## src/hw/spsr_params.svh

```systemverilog
// Purpose: constants for the serial peripheral select and register block
// Assumes: avalon word addressing, one 8-bit register per word
// Notes:   bit positions follow the control and status register layouts
`ifndef SPSR_PARAMS_SVH
`define SPSR_PARAMS_SVH

`define SPSR_ADDR_CTRL      2'h0
`define SPSR_ADDR_STAT      2'h1
`define SPSR_ADDR_DATA      2'h2

// control register bits
`define SPSR_C_RXIE         7
`define SPSR_C_MSTR         5
`define SPSR_C_CPOL         4
`define SPSR_C_CPHA         3
`define SPSR_C_WOM          2
`define SPSR_C_EN           1
`define SPSR_C_TXIE         0
`define SPSR_CTRL_RST       8'h28
`define SPSR_CTRL_MASK      8'hBF

// status register bits
`define SPSR_S_RXF          7
`define SPSR_S_ERROR_IRQ_ENABLE        6
`define SPSR_S_OVR          5
`define SPSR_S_MODE_FAULT_FLAG         4
`define SPSR_S_TXE          3
`define SPSR_S_FDEN         2
`define SPSR_S_RATE_HI      1
`define SPSR_S_RATE_LO      0
`define SPSR_STAT_WMASK     8'h47

`define SPSR_BITS_PER_BYTE  4'h8

`endif

```

## src/hw/spsr_pkg.sv

```systemverilog
// Purpose: types for the serial peripheral select and register block
// Assumes: constants live in spsr_params.svh
// Notes:   none
package spsr_pkg;

    typedef enum logic [1:0] {
        SPSR_IDLE,
        SPSR_SHIFT,
        SPSR_DONE
    } spsr_phase_t;

    typedef struct packed {
        logic [7:0]  ctrl;
        logic [7:0]  stat_cfg;
        logic        rx_full;
        logic        overrun;
        logic        mode_fault;
        logic        tx_empty;
        logic        rx_armed;
        logic        ovr_armed;
        logic        mode_fault_flag_armed;
        logic [7:0]  tx_data;
        logic [7:0]  rx_data;
        logic [7:0]  shift;
        logic [3:0]  bit_cnt;
        logic [7:0]  div_cnt;
        spsr_phase_t phase;
        logic        sck_out;
        logic        mosi_out;
        logic        miso_out;
        logic        sck_sync1;
        logic        sck_sync2;
        logic        sck_prev;
        logic        ss_sync1;
        logic        ss_sync2;
        logic        ss_prev;
        logic        miso_sync1;
        logic        miso_sync2;
        logic        mosi_sync1;
        logic        mosi_sync2;
        logic        waitreq;
        logic [7:0]  rdata;
        logic        irq;
        logic        sck_oe;
        logic        mosi_oe;
        logic        miso_oe;
        logic        ss_gpio;
    } spsr_state_t;

endpackage : spsr_pkg

```

## src/hw/spsr_core.sv

```systemverilog
// Purpose: select handling, registers and byte engine of a serial port
// Assumes: core_clk 50 MHz; link pins are asynchronous and synchronised
// Notes:   registers are reached over avalon-mm, answer one cycle late
`timescale 1ns/1ps
`include "spsr_params.svh"

module spsr_core
    import spsr_pkg::*;
(
    input  wire logic       core_clk,
    input  wire logic       rstn,
    input  wire logic [1:0] avs_address,
    input  wire logic       avs_read,
    input  wire logic       avs_write,
    input  wire logic [7:0] avs_writedata,
    output logic      [7:0] avs_readdata,
    output logic            avs_waitrequest,
    input  wire logic       sck_in,
    output logic            sck_out,
    output logic            sck_oe,
    input  wire logic       mosi_in,
    output logic            mosi_out,
    output logic            mosi_oe,
    input  wire logic       miso_in,
    output logic            miso_out,
    output logic            miso_oe,
    input  wire logic       ss_n_in,
    output logic            ss_gpio,
    output logic            wired_or_mode,
    output logic            irq
);

    spsr_state_t st_ff;
    spsr_state_t nxt_st;

    // half-period of the serial clock in core clocks: twice the divisor
    // gives a full period, so baud = clk / (2 * divisor)
    function automatic logic [7:0] half_period(input logic [1:0] code);
        case (code)
            2'h0:    half_period = 8'h02;
            2'h1:    half_period = 8'h08;
            2'h2:    half_period = 8'h20;
            default: half_period = 8'h80;
        endcase
    endfunction : half_period

    // resolve a drive value for push-pull or open-drain pins
    function automatic logic pin_oe(input logic drv, input logic val,
                                    input logic wom);
        pin_oe = drv & (~wom | ~val);
    endfunction : pin_oe

    logic       en;
    logic       mstr;
    logic       cpol;
    logic       cpha;
    logic       wom;
    logic       fden;
    logic       bus_wr;
    logic       bus_rd;
    logic       sck_rise;
    logic       sck_fall;
    logic       ss_low;
    logic       slave_sel;
    logic       lead_edge;
    logic       trail_edge;
    logic       byte_done;
    logic [7:0] rx_byte;

    always_comb begin
        nxt_st = st_ff;
        en   = st_ff.ctrl[`SPSR_C_EN];
        mstr = st_ff.ctrl[`SPSR_C_MSTR];
        cpol = st_ff.ctrl[`SPSR_C_CPOL];
        cpha = st_ff.ctrl[`SPSR_C_CPHA];
        fden = st_ff.stat_cfg[`SPSR_S_FDEN];
        byte_done = 1'b0;
        rx_byte   = st_ff.shift;

        // pins pass two flops before anything looks at them
        nxt_st.sck_sync1  = sck_in;
        nxt_st.sck_sync2  = st_ff.sck_sync1;
        nxt_st.sck_prev   = st_ff.sck_sync2;
        nxt_st.ss_sync1   = ss_n_in;
        nxt_st.ss_sync2   = st_ff.ss_sync1;
        nxt_st.ss_prev    = st_ff.ss_sync2;
        nxt_st.miso_sync1 = miso_in;
        nxt_st.miso_sync2 = st_ff.miso_sync1;
        nxt_st.mosi_sync1 = mosi_in;
        nxt_st.mosi_sync2 = st_ff.mosi_sync1;
        sck_rise = st_ff.sck_sync2 & ~st_ff.sck_prev;
        sck_fall = ~st_ff.sck_sync2 & st_ff.sck_prev;
        ss_low   = ~st_ff.ss_sync2;
        slave_sel = en & ~mstr & ss_low;

        // bus slave: request answered on the second cycle
        bus_wr = avs_write & st_ff.waitreq;
        bus_rd = avs_read & st_ff.waitreq;
        nxt_st.waitreq = ~((avs_read | avs_write) & st_ff.waitreq);
        nxt_st.rdata = 8'h00;
        if (bus_rd) begin
            case (avs_address)
                `SPSR_ADDR_CTRL: nxt_st.rdata = st_ff.ctrl;
                `SPSR_ADDR_STAT: begin
                    nxt_st.rdata = st_ff.stat_cfg;
                    nxt_st.rdata[`SPSR_S_RXF]  = st_ff.rx_full;
                    nxt_st.rdata[`SPSR_S_OVR]  = st_ff.overrun;
                    nxt_st.rdata[`SPSR_S_MODE_FAULT_FLAG] = st_ff.mode_fault;
                    nxt_st.rdata[`SPSR_S_TXE]  = st_ff.tx_empty;
                    // first step of the two-step clears
                    nxt_st.rx_armed   = st_ff.rx_full;
                    nxt_st.ovr_armed  = st_ff.overrun;
                    nxt_st.mode_fault_flag_armed = st_ff.mode_fault;
                end
                `SPSR_ADDR_DATA: begin
                    nxt_st.rdata = st_ff.rx_data;
                    if (st_ff.rx_armed) begin
                        nxt_st.rx_full  = 1'b0;
                        nxt_st.rx_armed = 1'b0;
                    end
                    if (st_ff.ovr_armed) begin
                        nxt_st.overrun   = 1'b0;
                        nxt_st.ovr_armed = 1'b0;
                    end
                end
                default: nxt_st.rdata = 8'h00;
            endcase
        end
        if (bus_wr) begin
            case (avs_address)
                `SPSR_ADDR_CTRL: begin
                    nxt_st.ctrl = avs_writedata & `SPSR_CTRL_MASK;
                    if (st_ff.mode_fault_flag_armed) begin
                        nxt_st.mode_fault = 1'b0;
                        nxt_st.mode_fault_flag_armed = 1'b0;
                    end
                end
                `SPSR_ADDR_STAT: begin
                    // flags are read-only; fault flag survives fden clear
                    nxt_st.stat_cfg = avs_writedata & `SPSR_STAT_WMASK;
                end
                `SPSR_ADDR_DATA: begin
                    nxt_st.tx_data  = avs_writedata;
                    nxt_st.tx_empty = 1'b0;
                end
                default: ;
            endcase
        end

        lead_edge  = cpol ? sck_fall : sck_rise;
        trail_edge = cpol ? sck_rise : sck_fall;

        // byte engine
        case (st_ff.phase)
            SPSR_IDLE: begin
                nxt_st.sck_out = cpol;
                if (en && mstr && !st_ff.tx_empty) begin
                    nxt_st.shift    = st_ff.tx_data;
                    nxt_st.tx_empty = 1'b1;
                    nxt_st.bit_cnt  = 4'h0;
                    // start at one: zero marks the cycle after an edge
                    nxt_st.div_cnt  = 8'h01;
                    nxt_st.mosi_out = st_ff.tx_data[7];
                    nxt_st.phase    = SPSR_SHIFT;
                end else if (slave_sel) begin
                    if (!st_ff.tx_empty) begin
                        nxt_st.shift    = st_ff.tx_data;
                        nxt_st.tx_empty = 1'b1;
                    end
                    nxt_st.miso_out = st_ff.tx_empty ? st_ff.shift[7]
                                                     : st_ff.tx_data[7];
                    nxt_st.bit_cnt  = 4'h0;
                    nxt_st.phase    = SPSR_SHIFT;
                end
            end
            SPSR_SHIFT: begin
                if (mstr) begin
                    if (st_ff.div_cnt ==
                        half_period(st_ff.stat_cfg[1:0]) - 8'h01) begin
                        nxt_st.div_cnt = 8'h00;
                        nxt_st.sck_out = ~st_ff.sck_out;
                    end else begin
                        nxt_st.div_cnt = st_ff.div_cnt + 8'h01;
                    end
                    // data moves one clock after each edge, so miso has
                    // passed its synchroniser even at the fastest rate
                    if (st_ff.div_cnt == 8'h00) begin
                        if ((st_ff.sck_out == cpol) ^ cpha) begin
                            nxt_st.mosi_out = st_ff.shift[7];
                        end else begin
                            nxt_st.shift = {st_ff.shift[6:0],
                                            st_ff.miso_sync2};
                            nxt_st.bit_cnt = st_ff.bit_cnt + 4'h1;
                        end
                        // end at the eighth return to the idle level
                        if (st_ff.sck_out == cpol &&
                            nxt_st.bit_cnt == `SPSR_BITS_PER_BYTE) begin
                            nxt_st.phase = SPSR_DONE;
                        end
                    end
                end else if (slave_sel) begin
                    if (cpha ? trail_edge : lead_edge) begin
                        nxt_st.shift = {st_ff.shift[6:0],
                                        st_ff.mosi_sync2};
                        nxt_st.bit_cnt = st_ff.bit_cnt + 4'h1;
                        if (st_ff.bit_cnt == 4'h7) begin
                            nxt_st.phase = SPSR_DONE;
                        end
                    end else if (cpha ? lead_edge : trail_edge) begin
                        nxt_st.miso_out = st_ff.shift[7];
                    end
                end
            end
            SPSR_DONE: begin
                byte_done    = 1'b1;
                nxt_st.phase = SPSR_IDLE;
                // cpha 0 slave waits for a fresh select before next byte
                if (!mstr && !cpha && ss_low) begin
                    nxt_st.phase = SPSR_DONE;
                    byte_done    = 1'b0;
                end
            end
            default: nxt_st.phase = SPSR_IDLE;
        endcase

        // a clear in the same cycle gives way to the arriving byte
        if (byte_done) begin
            if (nxt_st.rx_full) begin
                nxt_st.overrun = 1'b1;
            end else begin
                nxt_st.rx_data = rx_byte;
                nxt_st.rx_full = 1'b1;
            end
        end

        // mode fault detection
        if (en && fden) begin
            if (mstr && ss_low) begin
                nxt_st.mode_fault   = 1'b1;
                nxt_st.ctrl[`SPSR_C_EN] = 1'b0;
            end else if (!mstr && st_ff.ss_sync2 && !st_ff.ss_prev &&
                         st_ff.phase == SPSR_SHIFT) begin
                nxt_st.mode_fault = 1'b1;
            end
        end

        // partial reset while disabled
        if (!en) begin
            nxt_st.tx_empty = 1'b1;
            nxt_st.phase    = SPSR_IDLE;
            nxt_st.shift    = 8'h00;
            nxt_st.bit_cnt  = 4'h0;
            nxt_st.div_cnt  = 8'h00;
            nxt_st.sck_out  = cpol;
        end

        // pin drivers; next mode so enables and wired_or_mode move together
        wom = nxt_st.ctrl[`SPSR_C_WOM];
        nxt_st.sck_oe  = pin_oe(en & mstr, nxt_st.sck_out, wom);
        nxt_st.mosi_oe = pin_oe(en & mstr, nxt_st.mosi_out, wom);
        nxt_st.miso_oe = pin_oe(slave_sel, nxt_st.miso_out, wom);
        // select pin is port-owned only when disabled, or for a master with fden clear
        nxt_st.ss_gpio = ~en | (mstr & ~fden);

        nxt_st.irq = (st_ff.ctrl[`SPSR_C_RXIE] & st_ff.rx_full) |
                     (st_ff.ctrl[`SPSR_C_TXIE] & en & st_ff.tx_empty) |
                     (st_ff.stat_cfg[`SPSR_S_ERROR_IRQ_ENABLE] &
                      (st_ff.overrun | st_ff.mode_fault));
    end

    always_ff @(posedge core_clk or negedge rstn) begin
        if (!rstn) begin
            st_ff          <= '0;
            st_ff.ctrl     <= `SPSR_CTRL_RST;
            st_ff.tx_empty <= 1'b1;
            st_ff.waitreq  <= 1'b1;
            // released clock pin idles at its pull-up: no false edge
            st_ff.sck_sync1 <= 1'b1;
            st_ff.sck_sync2 <= 1'b1;
            st_ff.sck_prev  <= 1'b1;
            st_ff.ss_sync1 <= 1'b1;
            st_ff.ss_sync2 <= 1'b1;
            st_ff.ss_prev  <= 1'b1;
            st_ff.ss_gpio  <= 1'b1;
        end else begin
            st_ff <= nxt_st;
        end
    end

    always_comb begin
        avs_readdata    = st_ff.rdata;
        avs_waitrequest = st_ff.waitreq;
        sck_out         = st_ff.sck_out;
        sck_oe          = st_ff.sck_oe;
        mosi_out        = st_ff.mosi_out;
        mosi_oe         = st_ff.mosi_oe;
        miso_out        = st_ff.miso_out;
        miso_oe         = st_ff.miso_oe;
        ss_gpio         = st_ff.ss_gpio;
        wired_or_mode   = st_ff.ctrl[`SPSR_C_WOM];
        irq             = st_ff.irq;
    end

endmodule : spsr_core

```

## config.mk

```make
export PLATFORM = sky130hd
export DESIGN_NAME = spsr_core
export DESIGN_NICKNAME = d
export VERILOG_FILES = /design/src/hw/spsr_pkg.sv /design/src/hw/spsr_core.sv
export VERILOG_INCLUDE_DIRS = /design/src /design/src/hw
export SDC_FILE = /design/constraint.sdc
export NUM_CORES = 1
export LEC_CHECK = 0
export BUFFER_PORTS_ARGS = -buffer_cell sky130_fd_sc_hd__buf_2
export CORE_MARGIN = 1
export CORE_UTILIZATION = 50
export DETAILED_ROUTE_END_ITERATION = 16
export PLACE_DENSITY = 0.7
export SLEW_MARGIN = 5
export SYNTH_ARGS = -nofsm -noshare
export SYNTH_HDL_FRONTEND = slang
export SYNTH_SLANG_ARGS = --single-unit
```

## constraint.sdc

```tcl
create_clock -name core_clk -period 2.6 [get_ports core_clk]
set_input_delay 0.52 -clock core_clk [delete_from_list [all_inputs] [get_ports core_clk]]
set_output_delay 0.52 -clock core_clk [all_outputs]
set_load 0.02 [all_outputs]
```

==> metrics.txt <==
outcome=finished clean; count of final setup violators=0; CP endpoint kind=flop; Min-Delay Path Class=in -> async; Detail Route Antenna Nets=0; area grow syn2layout=12.0%; CTS Buf Count=9; layout cell share with drive strength beyond 1=29.1%; # diodes=0; Final Critical Period=2.46 ns; Post-synth top cells=dfrtp_1 (72), nand2_1 (34), mux2_2 (33); Crit Path Class=reg -> reg; Syn Area/Cell=10.8 um2; Placer Congestion=0.893; First DRT Iteration DRCs=215; DRC Markers=0; final instance area=0.00455 mm2; DP HPWL=6520 um; total placed cells including tap cells=502; Die Area=0.00848 mm2; CTS tree=built; Pwr Total=4.57 mW; post-cts hold buffer count=0; clock tree sinks=83; Final Skew=0.00865 ns; post-cts resize count=0; yosys warns=0; Crit Path Max Fanout=8; largest net degree at the start of global routing=42; Root Driver=clkbuf_8; Mapped Area=0.00406 mm2; top-area cell type share of the netlist area=44.4%; Max Fclk=406 MHz; Mapped Nets=402; Seq cells post-synth=83; IO buf count=35; DRT Pass-1 Iters=5; Net Sw Frac=39.3%; Clk pwr share=18.5%; worst skew pair latency=0.35 ns; most frequent cell after synthesis=dfrtp_1; Post-Layout Cell Count=518; Slew @ Worst Pin=0.732 ns; drt total wl=8980 um; EDFF count, synth=0; CTS H-tree lvls=3; Critical Path AT=2.71 ns; Pwr Density=1000 mW/mm2; vias in the first global route=2,924; die height=92.1 um; die width=92.1 um; top cells by area, synth=dfrtp_1 (44%), mux2_2 (9.2%), dfstp_2 (7.1%), nand2_1 (3.1%), nand3_1 (2.7%); WL/cell=17.3 um; switching power=1.80 mW; final core area utilization=58.2%; Leakage=2.06 nW; vias=3,077; internal power=2.77 mW; Slew Viols, Final=0; ys async rst share=100%; largest area contributor in the synthesized netlist=dfrtp_1; crit path launch type=flop; first-pass GRT wire length=14,900 um; Post-Synthesis Cells=377; Post-CTS Setup Bufs=0; clk slew on worst S/H paths=0.09 ns; row count=32; Initial Util=52.0%; Ports=36; sequential fraction of design power=42.6%; Final Hold Viols=0; Max clock buf depth=2; WP data required=2.84 ns; Synth Flop Type=dfrtp_1; register area share after synthesis=51.5%; max cap viols=0; GR Util All Layers=22.8%; combinational power share=38.9%; Placeable Area=0.00781 mm2; Fillers=691; Yosys cell types=59; unrepaired setup endpoints after global routing=false; Cell Area, Placed=0.00437 mm2; Rel. slew slack=50.6%; total grt overflow=0; ratio of final minimum period to clock period=94.7%; via-per-instance ratio=5.94; antenna violations before repair=0; Peak supply drop=0.448 mV; nets@finish=436; setup total negative slack=0 ns
==> through the flow <==
stage	setup WS (ns)	hold WS (ns)
floorplan	0.186	0.224
global placement	0.163	0.332
detailed placement	0.132	0.339
CTS	0.128	0.0691
global route	0.0459	0.0865
finish	0.139	0.0694
==> layout make-up <==
cell class	count	area (um2)	area share [%]
flip-flops and latches	83	2090	46.0
multi-input cells	254	1790	39.4
repair buffers	52	318	6.99
clock buffers	12	145	3.19
well taps	102	128	2.81
inverters	11	41.3	0.908
clock inverters	4	33.8	0.743
==> layer usage <==
metal | routed length, um | vias up | global-route usage (%)
met4 | 92 | 0 | 6.51
met5 | 0 | - | 0
met2 | 4120 | 119 | 34.1
met3 | 535 | 10 | 4.73
met1 | 4230 | 1530 | 33.6
li1 | - | 1418 | -
==> path summary, 6_finish.rpt <==
path                             from         endpoint  slack [ns]  cells past startpoint
setup / recovery            st_ff[35]       rx_byte[3]        0.14                      5
min in group core_clk         ss_n_in       nxt_st[19]        0.26                      1
hold reg to reg            nxt_st[14]        st_ff[14]        0.36                      0
max in group asynchronous        rstn       nxt_st[22]        1.92                      2
hold / removal                   rstn  avs_readdata[4]        0.07                      1
setup reg to reg            st_ff[35]       rx_byte[3]        0.14                      5
==> power by group through the flow <==
stage                     logic [mW]  clock network [mW]  registers (mW)
after CTS                       1.77               0.865            1.94
final                           1.78               0.843            1.95
after detailed placement        1.77                   0            1.96
after global routing            1.96               0.911            1.99
after floorplan                 1.29                   0            1.86
after global placement          1.73                   0            1.95
==> placed cells by master, fill, tap and decap left out, types with 2 or more instances in the layout <==
cell,netlist,routed
a21boi_0,7,7
a21oi_1,13,13
a222oi_1,7,7
a22oi_1,2,2
a31oi_1,4,4
a32o_1,2,2
and2_1,3,3
and3_1,3,3
buf_2,0,34
buf_4,8,17
clkbuf_1,21,2
clkbuf_8,0,10
clkinv_4,0,2
dfrtp_1,72,72
dfstp_2,11,11
ha_1,7,7
inv_1,11,11
mux2_2,33,33
mux2i_1,6,6
nand2_1,34,34
nand2b_1,9,9
nand3_1,22,22
nand3b_1,2,2
nand4_1,3,3
nor2_1,17,17
nor2b_1,7,7
nor3_1,7,7
nor3b_1,2,2
o211ai_1,4,4
o21ai_0,19,19
o22ai_1,2,2
o31ai_1,3,3
or2_2,2,2
or3b_2,2,2
xnor2_1,3,3
xor2_1,3,3
==> worst max-delay path, cell delays in order, from the launching register on <==
cell and delay, ns:
dfrtp_1 0.37, or3_1 0.39, or4_4 0.51, a221o_2 0.43
a21oi_4 0.28, mux2_2 0.38
==> state kept, by name, summed over array words and instances, names as in the netlist, 6 cells and up <==
name,cells
st_ff,46
avs_readdata,8
rx_byte,8
nxt_st,6
==> cell families (layout without fill, tap and decap cells) <==
family                     Yosys count  in the layout  share of synthesized area, %
and+or+nand+nor                    120            120                          15.0
DFF                                 83             83                          51.5
muxes                               41             41                          11.3
buffers and inverters               40             79                          4.44
adders and majority gates            7              7                          2.16
AOI/OAI and AO/OA                   79             79                          13.8
xor gates and xnor gates             7              7                          1.85
No activity file was read; power rests on OpenSTA's default activity.
